$ cat config.mk
export PLATFORM = sky130hd
export DESIGN_NAME = ptlv_builder
export DESIGN_NICKNAME = d
export VERILOG_FILES = /design/src/hw/ptlv_pkg.sv /design/src/hw/ptlv_builder.sv
export VERILOG_INCLUDE_DIRS = /design/src /design/src/hw
export SDC_FILE = /design/constraint.sdc
export NUM_CORES = 1
export LEC_CHECK = 0
export ABC_AREA = 1
export BUFFER_PORTS_ARGS = -buffer_cell sky130_fd_sc_hd__buf_2
export CORE_UTILIZATION = 55
export DETAILED_ROUTE_END_ITERATION = 16
export PLACE_DENSITY = 0.77
export SYNTH_ARGS = -nofsm -noshare
export SYNTH_HDL_FRONTEND = slang
export SYNTH_SLANG_ARGS = --single-unit
$ cat constraint.sdc
create_clock -name clk -period 3.2 [get_ports clk]
set_clock_uncertainty 0.05 [all_clocks]
set_input_delay 0.32 -clock clk [delete_from_list [all_inputs] [get_ports clk]]
set_output_delay 0.32 -clock clk [all_outputs]
set_load 0.01 [all_outputs]
$ cat src/hw/ptlv_cfg.svh
// offsets, field positions, reset values and fixed codes of the template builder
// assumes: included by the package, the top module, the checker and the bench
`ifndef PTLV_CFG_SVH
`define PTLV_CFG_SVH
// register word addresses
`define PTLV_REG_CTRL      6'h00
`define PTLV_REG_CHAR      6'h01
`define PTLV_REG_COUNT     6'h02
`define PTLV_REG_STATUS    6'h03
`define PTLV_REG_POW_BASE  6'h10
`define PTLV_REG_CLK_BASE  6'h20
// control fields
`define PTLV_CTRL_KIND_LSB 0
`define PTLV_CTRL_CHAR_EN  2
`define PTLV_CTRL_START    8
// count fields
`define PTLV_CNT_POW_LSB   0
`define PTLV_CNT_CLK_LSB   4
// tags and lengths of the template
`define PTLV_TAG_TEMPLATE  8'hA5
`define PTLV_TAG_CHAR      8'h80
`define PTLV_TAG_POWER     8'h81
`define PTLV_TAG_MINCLK    8'h82
`define PTLV_LEN_CHAR      8'h01
`define PTLV_LEN_POWER     8'h03
`define PTLV_LEN_MINCLK    8'h01
`define PTLV_SIZE_CHAR     8'h03
`define PTLV_SIZE_POWER    8'h05
`define PTLV_SIZE_MINCLK   8'h03
// characteristics byte bits
`define PTLV_CHAR_STOP_OK  0
`define PTLV_CHAR_PREF_HI  2
`define PTLV_CHAR_PREF_LO  3
`define PTLV_CHAR_MASK     8'h7D
// measurement class and consumption masks
`define PTLV_CLASS_MASK    8'h07
`define PTLV_MA_MASK       8'h3F
// frequency coding, 0.1 MHz steps
`define PTLV_FREQ_MIN      8'h0A
`define PTLV_FREQ_NONE     8'hFF
// reset values
`define PTLV_CHAR_RST      8'h00
`endif

$ cat src/hw/ptlv_pkg.sv
// types shared by the template builder
// assumes: the cfg header is on the include path
`include "ptlv_cfg.svh"
package ptlv_pkg;
  // kind of file the selection response describes
  typedef enum logic [1:0] {
    PTLV_ROOT = 2'h0,
    PTLV_DIR  = 2'h1,
    PTLV_ADF  = 2'h2,
    PTLV_EF   = 2'h3
  } ptlv_kind_t;
  // emitter phase, one-hot
  typedef enum logic [4:0] {
    PTLV_IDLE = 5'h01,
    PTLV_HEAD = 5'h02,
    PTLV_CHAR = 5'h04,
    PTLV_POW  = 5'h08,
    PTLV_CLK  = 5'h10
  } ptlv_state_t;
endpackage

$ cat src/hw/ptlv_builder.sv
// proprietary-information template builder of the card side
// assumes: register port and byte sink run on clk; sink takes a byte when
// tx_valid and tx_ready are both high
//
// Chosen here: the register offsets and the strobed register port.
`timescale 1ns/10ps
`include "ptlv_cfg.svh"

module ptlv_builder #(
  parameter int N_POW = 4,  // power consumption slots
  parameter int N_CLK = 4   // minimum clock slots
) (
  input  wire logic              clk,
  input  wire logic              sys_rst,
  input  wire logic [5:0]        reg_addr,
  input  wire logic [31:0]       reg_wdata,
  input  wire logic              reg_wr,
  input  wire logic              reg_rd,
  output logic      [31:0]       reg_rdata,
  output logic      [7:0]        tx_data,
  output logic                   tx_valid,
  input  wire logic              tx_ready,
  output logic                   busy,
  output ptlv_pkg::ptlv_kind_t   kind
);
  import ptlv_pkg::*;

  localparam int PW = $clog2(N_POW + 1);  // width of the power count
  localparam int CW = $clog2(N_CLK + 1);  // width of the clock count

  // software-written configuration
  ptlv_kind_t    kind_q;                  // file kind of the response
  logic          char_en_q;               // characteristics for non-root files
  logic [7:0]    char_q;                  // characteristics byte, cleaned
  logic [PW-1:0] npow_q;                  // power objects to send
  logic [CW-1:0] nclk_q;                  // minimum clock objects to send
  logic [7:0]    pow_class_q [N_POW];     // measurement class per slot
  logic [7:0]    pow_ma_q    [N_POW];     // consumption per slot
  logic [7:0]    pow_freq_q  [N_POW];     // reference frequency per slot
  logic [7:0]    clk_min_q   [N_CLK];     // minimum clock per slot
  // emitter state
  ptlv_state_t   st_q;                    // current phase
  logic [2:0]    sub_q;                   // byte inside the object
  logic [3:0]    idx_q;                   // object index inside a group
  logic [7:0]    sent_q;                  // bytes sent in last template
  logic [7:0]    tx_data_q;               // output byte
  logic          tx_valid_q;              // output byte valid
  logic [31:0]   rdata_q;                 // read answer
  // decoded
  logic          inc_char;                // characteristics object included
  logic          inc_pow;                 // power group included
  logic          inc_clk;                 // clock group included
  logic [7:0]    tmpl_len;                // template value length
  logic [7:0]    cur_byte;                // byte of the current position
  logic          take;                    // output register may load
  logic          last_sub;                // last byte of current object
  logic          last_idx;                // last object of current group
  logic          start;                   // start command
  logic          cfg_wr;                  // configuration write allowed

  assign start  = reg_wr && (reg_addr == `PTLV_REG_CTRL) && reg_wdata[`PTLV_CTRL_START] && (st_q == PTLV_IDLE);
  assign cfg_wr = reg_wr && (st_q == PTLV_IDLE);
  assign take   = (st_q != PTLV_IDLE) && (!tx_valid_q || tx_ready);

  // clean the characteristics byte before storing it
  function automatic logic [7:0] clean_char(input logic [7:0] v);
    logic [7:0] r;
    r = v & `PTLV_CHAR_MASK;
    // both preferences set is reserved: drop both, the safe reading
    if (r[`PTLV_CHAR_PREF_HI] && r[`PTLV_CHAR_PREF_LO]) begin
      r[`PTLV_CHAR_PREF_HI] = 1'b0;
      r[`PTLV_CHAR_PREF_LO] = 1'b0;
    end
    return r;
  endfunction

  // clamp a frequency code into 0A..FF
  function automatic logic [7:0] clamp_freq(input logic [7:0] v);
    return (v < `PTLV_FREQ_MIN) ? `PTLV_FREQ_MIN : v;
  endfunction

  // which objects the template carries
  always_comb begin
    inc_char = (kind_q == PTLV_ROOT) || char_en_q;
    inc_pow  = (kind_q == PTLV_ADF) && (npow_q != '0);
    inc_clk  = (kind_q == PTLV_ADF) && (nclk_q != '0);
    tmpl_len = (inc_char ? `PTLV_SIZE_CHAR : 8'h00)
             + (inc_pow ? 8'(`PTLV_SIZE_POWER * npow_q) : 8'h00)
             + (inc_clk ? 8'(`PTLV_SIZE_MINCLK * nclk_q) : 8'h00);
  end

  // byte at the current position of the stream
  always_comb begin
    cur_byte = 8'h00;
    last_sub = 1'b0;
    last_idx = 1'b1;
    unique case (st_q)
      PTLV_IDLE: begin
        cur_byte = 8'h00;
      end
      PTLV_HEAD: begin
        cur_byte = (sub_q == 3'h0) ? `PTLV_TAG_TEMPLATE : tmpl_len;
        last_sub = (sub_q == 3'h1);
      end
      PTLV_CHAR: begin
        unique case (sub_q)
          3'h0:    cur_byte = `PTLV_TAG_CHAR;
          3'h1:    cur_byte = `PTLV_LEN_CHAR;
          default: cur_byte = char_q;
        endcase
        last_sub = (sub_q == 3'h2);
      end
      PTLV_POW: begin
        unique case (sub_q)
          3'h0:    cur_byte = `PTLV_TAG_POWER;
          3'h1:    cur_byte = `PTLV_LEN_POWER;
          3'h2:    cur_byte = pow_class_q[idx_q[$clog2(N_POW)-1:0]];
          3'h3:    cur_byte = pow_ma_q[idx_q[$clog2(N_POW)-1:0]];
          default: cur_byte = pow_freq_q[idx_q[$clog2(N_POW)-1:0]];
        endcase
        last_sub = (sub_q == 3'h4);
        last_idx = (idx_q == 4'(npow_q - 1'b1));
      end
      PTLV_CLK: begin
        unique case (sub_q)
          3'h0:    cur_byte = `PTLV_TAG_MINCLK;
          3'h1:    cur_byte = `PTLV_LEN_MINCLK;
          default: cur_byte = clk_min_q[idx_q[$clog2(N_CLK)-1:0]];
        endcase
        last_sub = (sub_q == 3'h2);
        last_idx = (idx_q == 4'(nclk_q - 1'b1));
      end
    endcase
  end

  // phase that follows a finished group; same tags stay together
  function automatic ptlv_state_t next_phase(input ptlv_state_t s, input logic ic, input logic ip,
                                             input logic ik);
    ptlv_state_t n;
    n = PTLV_IDLE;
    if (s == PTLV_HEAD && ic) begin
      n = PTLV_CHAR;
    end else if ((s == PTLV_HEAD || s == PTLV_CHAR) && ip) begin
      n = PTLV_POW;
    end else if (s != PTLV_CLK && ik) begin
      n = PTLV_CLK;
    end
    return n;
  endfunction

  // emitter sequencing
  always_ff @(posedge clk) begin
    if (sys_rst) begin
      st_q  <= PTLV_IDLE;
      sub_q <= 3'h0;
      idx_q <= 4'h0;
    end else if (start) begin
      st_q  <= PTLV_HEAD;
      sub_q <= 3'h0;
      idx_q <= 4'h0;
    end else if (take) begin
      if (!last_sub) begin
        sub_q <= sub_q + 3'h1;
      end else if (!last_idx) begin
        // next object of the same tag
        sub_q <= 3'h0;
        idx_q <= idx_q + 4'h1;
      end else begin
        sub_q <= 3'h0;
        idx_q <= 4'h0;
        st_q  <= next_phase(st_q, inc_char, inc_pow, inc_clk);
      end
    end
  end

  // output byte register with back-pressure from the sink
  always_ff @(posedge clk) begin
    if (sys_rst) begin
      tx_data_q  <= 8'h00;
      tx_valid_q <= 1'b0;
    end else if (take) begin
      tx_data_q  <= cur_byte;
      tx_valid_q <= 1'b1;
    end else if (tx_ready) begin
      tx_valid_q <= 1'b0;
    end
  end

  // byte counter of the template in flight
  always_ff @(posedge clk) begin
    if (sys_rst) begin
      sent_q <= 8'h00;
    end else if (start) begin
      sent_q <= 8'h00;
    end else if (take) begin
      sent_q <= sent_q + 8'h01;
    end
  end

  // control and scalar configuration, ignored while a template is sent
  always_ff @(posedge clk) begin
    if (sys_rst) begin
      kind_q    <= PTLV_ROOT;
      char_en_q <= 1'b0;
      char_q    <= `PTLV_CHAR_RST;
      npow_q    <= '0;
      nclk_q    <= '0;
    end else if (cfg_wr) begin
      if (reg_addr == `PTLV_REG_CTRL) begin
        kind_q    <= ptlv_kind_t'(reg_wdata[`PTLV_CTRL_KIND_LSB +: 2]);
        char_en_q <= reg_wdata[`PTLV_CTRL_CHAR_EN];
      end
      if (reg_addr == `PTLV_REG_CHAR) begin
        char_q <= clean_char(reg_wdata[7:0]);
      end
      if (reg_addr == `PTLV_REG_COUNT) begin
        // counts above the slot number are clamped
        npow_q <= (reg_wdata[`PTLV_CNT_POW_LSB +: 4] > 4'(N_POW)) ? PW'(N_POW)
                                                                    : PW'(reg_wdata[`PTLV_CNT_POW_LSB +: 4]);
        nclk_q <= (reg_wdata[`PTLV_CNT_CLK_LSB +: 4] > 4'(N_CLK)) ? CW'(N_CLK)
                                                                    : CW'(reg_wdata[`PTLV_CNT_CLK_LSB +: 4]);
      end
    end
  end

  // power consumption slots
  for (genvar i = 0; i < N_POW; i++) begin : g_pow
    always_ff @(posedge clk) begin
      if (sys_rst) begin
        pow_class_q[i] <= 8'h00;
        pow_ma_q[i]    <= 8'h00;
        pow_freq_q[i]  <= `PTLV_FREQ_NONE;
      end else if (cfg_wr && reg_addr == (`PTLV_REG_POW_BASE + 6'(i))) begin
        pow_class_q[i] <= reg_wdata[7:0] & `PTLV_CLASS_MASK;
        pow_ma_q[i]    <= reg_wdata[15:8] & `PTLV_MA_MASK;
        pow_freq_q[i]  <= clamp_freq(reg_wdata[23:16]);
      end
    end
  end

  // minimum clock slots
  for (genvar j = 0; j < N_CLK; j++) begin : g_clk
    always_ff @(posedge clk) begin
      if (sys_rst) begin
        clk_min_q[j] <= `PTLV_FREQ_NONE;
      end else if (cfg_wr && reg_addr == (`PTLV_REG_CLK_BASE + 6'(j))) begin
        clk_min_q[j] <= clamp_freq(reg_wdata[7:0]);
      end
    end
  end

  // read answer, one cycle after the strobe, zero elsewhere
  always_ff @(posedge clk) begin
    if (sys_rst) begin
      rdata_q <= 32'h0000_0000;
    end else begin
      rdata_q <= 32'h0000_0000;
      if (reg_rd) begin
        if (reg_addr == `PTLV_REG_CTRL) begin
          rdata_q[1:0]                 <= kind_q;
          rdata_q[`PTLV_CTRL_CHAR_EN]  <= char_en_q;
        end else if (reg_addr == `PTLV_REG_CHAR) begin
          rdata_q[7:0] <= char_q;
        end else if (reg_addr == `PTLV_REG_COUNT) begin
          rdata_q[`PTLV_CNT_POW_LSB +: PW] <= npow_q;
          rdata_q[`PTLV_CNT_CLK_LSB +: CW] <= nclk_q;
        end else if (reg_addr == `PTLV_REG_STATUS) begin
          rdata_q[0]    <= (st_q != PTLV_IDLE);
          rdata_q[15:8] <= sent_q;
          rdata_q[23:16] <= tmpl_len;
        end else if (reg_addr >= `PTLV_REG_POW_BASE && reg_addr < (`PTLV_REG_POW_BASE + 6'(N_POW))) begin
          rdata_q[23:0] <= {pow_freq_q[reg_addr[$clog2(N_POW)-1:0]], pow_ma_q[reg_addr[$clog2(N_POW)-1:0]],
                            pow_class_q[reg_addr[$clog2(N_POW)-1:0]]};
        end else if (reg_addr >= `PTLV_REG_CLK_BASE && reg_addr < (`PTLV_REG_CLK_BASE + 6'(N_CLK))) begin
          rdata_q[7:0] <= clk_min_q[reg_addr[$clog2(N_CLK)-1:0]];
        end
      end
    end
  end

  // busy flag register for the outside
  logic busy_q;  // template being sent
  always_ff @(posedge clk) begin
    if (sys_rst) begin
      busy_q <= 1'b0;
    end else begin
      busy_q <= start || (st_q != PTLV_IDLE && !(take && last_sub && last_idx &&
                next_phase(st_q, inc_char, inc_pow, inc_clk) == PTLV_IDLE));
    end
  end

  assign reg_rdata = rdata_q;
  assign tx_data   = tx_data_q;
  assign tx_valid  = tx_valid_q;
  assign busy      = busy_q;
  assign kind      = kind_q;
endmodule

==> results.sh <==
export IMPL_outcome="completed"
export IMPL_hpwl_mm=18.55
export IMPL_p_total_mw=4.638
export IMPL_grtUsageTotal_pct=32.38
export IMPL_crit_fanout=5
export IMPL_area_growth_pct=13.12
export IMPL_crit_start="kind[1]$_SDFFE_PP0P_"
export IMPL_insertion_delay_ps=440
export IMPL_required_ps=3460
export IMPL_p_per_area_nw_per_um2=457.5
export IMPL_vias=8080
export IMPL_die_y_um=129.7
export IMPL_cts_buffers=17
export IMPL_setup_viol=0
export IMPL_async_flop_share_pct=0
export IMPL_synth_edf_count=100
export IMPL_initialDrtViolationCount=926
export IMPL_grt_setup_unrepaired="no"
export IMPL_min_from="reg_wdata[5]"
export IMPL_routed_wl_mm=26.23
export IMPL_worst_pin_slew_ps=816.7
export IMPL_critPathKind="reg2reg"
export IMPL_synth_area_um2=8962
export IMPL_ant_nets=0
export IMPL_fin_crit_ps=2934
export IMPL_peakVddDrop_v=0.0003814
export IMPL_dpl_instance_area_um2=9560
export IMPL_pre_cts_slack_ps=164.9
export IMPL_antenna_found_initial=0
export IMPL_slowest_delay_ps=510
export IMPL_min_period_over_period_pct=91.67
export IMPL_hold_violations=0
export IMPL_drv_slew=0
export IMPL_use_met3_pct=6.936
export IMPL_cts_tree="built"
export IMPL_cp_start_kind="flip-flop"
export IMPL_synth_seq_cells=171
export IMPL_leakage_nw=4.026
export IMPL_firstDrtPassIters=6
export IMPL_wl_per_cell_um=19.18
export IMPL_gr_usage_met1_pct=40.96
export IMPL_clkSinkCount=171
export IMPL_r2r_start="kind[1]$_SDFFE_PP0P_"
export IMPL_die_x_um=129.7
export IMPL_insertedDiodeCount=0
export IMPL_grt_pass1_vias=7547
export IMPL_worst_r2r_endpoint="tx_data[2]$_SDFFE_PP0P_"
export IMPL_cp_common_cell="inv_1"
export IMPL_cts_root_buf="clkbuf_16"
export IMPL_path_cells="inv_1 -> nor2_1 -> inv_1 -> a31oi_1 -> nand2_1 -> fa_1 -> inv_1 -> ha_1 -> fa_1 -> inv_1 -> a21oi_1 -> nor3_2 -> a41oi_1"
export IMPL_cts_max_path_buffers=2
export IMPL_critPathArrivalTime_ps=3200
export IMPL_synth_area_per_cell_um2=8.431
export IMPL_cap_violations=0
export IMPL_drc=0
export IMPL_reg2reg_depth=13
export IMPL_ios=87
export IMPL_synth_cell_types=56
export IMPL_hold_path_class="in2reg"
export IMPL_start_util_pct=56.42
export IMPL_row_count=46
export IMPL_cts_clk_slew_worst_paths_ps=70
export IMPL_cts_max_level=4
export IMPL_setup_ws_ps=266.4
export IMPL_synth_seq_area_share_pct=49.36
export IMPL_synth_ff_type="edfxtp_1"
export IMPL_routabilityCongestion=0.9749
export IMPL_core_area_um2=15890
export IMPL_port_buffers=68
export IMPL_grt_first_pass_wirelength_mm=40.07
export IMPL_postLayoutCellArea_um2=10140
export IMPL_grt_most_used_layer="met2"
export IMPL_yosys_warnings=0
export IMPL_cp_end_kind="flip-flop"
export IMPL_grt_max_degree=54
export IMPL_cp_slowest_cell="fa_1"
export IMPL_nets=1210
export IMPL_gr_total_overflow=0
export IMPL_hold_ws_ps=92.43
export IMPL_endpoint="tx_data[2]$_SDFFE_PP0P_"
export IMPL_syn_inst=1063
export IMPL_tns_ps=0
export IMPL_rrSetupSlack_ps=270
export IMPL_drive_gt1_share_pct=15.45
export IMPL_grtUsageMet2_pct=52.94
export IMPL_timing_fmax_mhz=340.9
export IMPL_relSlewSlack_pct=45.22
export IMPL_vias_per_cell=5.906
export IMPL_dieArea_um2=16810
flip-flops by register name, indices dropped and copies added (netlist names), 2 cells and up, named ones only:
signal	cells
sub_q	3
pow_class_q	12
tx_data	8
pow_freq_q	32
clk_min_q	32
kind	2
st_q	5
sent_q	8
npow_q	3
reg_rdata	24
nclk_q	3
char_q	6
idx_q	4
pow_ma_q	24
cells in the mapped netlist (4+ instances only):
cell | count | share of area (%)
a22oi_1 | 26 | 2.2
edfxtp_1 | 100 | 34
a21oi_1 | 75 | 4.2
inv_1 | 104 | 4.4
fa_1 | 4 | 0.89
nor2_2 | 7 | 0.49
o22ai_1 | 20 | 1.4
nand2_2 | 6 | 0.42
nor3_1 | 7 | 0.39
inv_2 | 25 | 1.0
o21ai_0 | 75 | 4.2
nand2_1 | 229 | 9.6
a31oi_1 | 6 | 0.42
nor2_1 | 122 | 5.1
a41oi_1 | 7 | 0.68
ha_1 | 23 | 3.2
clkinv_1 | 4 | 0.17
nand4_1 | 12 | 0.84
buf_4 | 8 | 0.67
clkbuf_1 | 14 | 0.59
buf_2 | 13 | 0.73
nor2_4 | 8 | 1.0
o2bb2ai_1 | 7 | 0.68
xor2_1 | 7 | 0.68
nand3_1 | 36 | 2.0
dfxtp_1 | 71 | 16
layout by cell type, fill, tap and decap left out, drive strengths merged, types with 3 or more instances in the layout:
master,n
a21oi,75
nand4,13
o21ai,79
fa,4
a31oi,6
o2bb2ai,7
nor3,11
nor2,137
a22oi,26
inv,130
conb,8
dfxtp,71
o211ai,3
nand2,237
edfxtp,100
o22ai,20
o31ai,3
nor4,3
ha,23
buf,87
clkbuf,19
a41oi,7
nand3,39
xor2,7
clkinv,10
clkinvlp,3
kinds of logic (layout without fill, tap and decap cells):
| family | after synthesis | count (layout) | share of synthesized area (%) |
|---|---|---|---|
| other cells | 1 | 8 | 0.04184 |
| fa+ha+maj | 27 | 27 | 4.105 |
| compound gates | 240 | 240 | 15.89 |
| mux | 1 | 1 | 0.1117 |
| buf+inv | 169 | 251 | 7.594 |
| xor+xnor | 9 | 9 | 0.8796 |
| flops | 171 | 171 | 49.36 |
| simple gates | 445 | 445 | 22.02 |
area by class of cell:
type                       instances  area, um^2
timing repair buffer              87       483.0
sequential                       171        4425
tap                              216       270.3
multi-input combinational        730        3892
clock inverter                    12       125.1
inverter                         133       499.2
clock buffer                      19       442.9
fill                            1377        5747
report_power, final:
group,internal [mW],switching (mW),total [mW]
logic,0.0646,0.192,0.257
clock network,1.16,0.865,2.02
registers,2.34,0.0126,2.36
total,3.57,1.07,4.64
stage by stage:
step	utilization (%)	instances
6_report	63.82	1368
5_1_grt	63.82	1368
4_1_cts	63.76	1368
3_5_place_dp	60.18	1337
3_3_place_gp	60.18	1337
2_1_floorplan	-	1070
routing by layer:
metal,vias to the layer above,routed length (um)
met5,-,0
met4,0,860
met3,92,2806
met2,511,12470
met1,3721,10100
li1,3756,-
worst min-delay path by stage:
stage | to | slack, ps | cells after the start
after detailed placement | tx_data[7]$_SDFFE_PP0P_ | 410 | 2
after global placement | tx_data[7]$_SDFFE_PP0P_ | 400 | 2
final | nclk_q[1]$_SDFFE_PP0P_ | 90 | 3
after floorplan | char_q[2]$_SDFFE_PP0P_ | 390 | 2
after CTS | nclk_q[1]$_SDFFE_PP0P_ | 90 | 3
after global routing | nclk_q[1]$_SDFFE_PP0P_ | 110 | 3
repair_timing:
action | CTS | global route
setup endpoints to repair | 0 | 2
gates resized for setup | 0 | 3
setup buffers | 0 | 0
hold buffers | 0 | 0
worst max-delay path, delay by kind of cell, from the launching register on:
family,cells,cell delay [ps]
adders and majority gates,3,1170
AOI/OAI and AO/OA,3,450
DFF,1,400
and+or+nand+nor,3,380
buffers and inverters,4,350
Power figures use the tool's default switching activity.
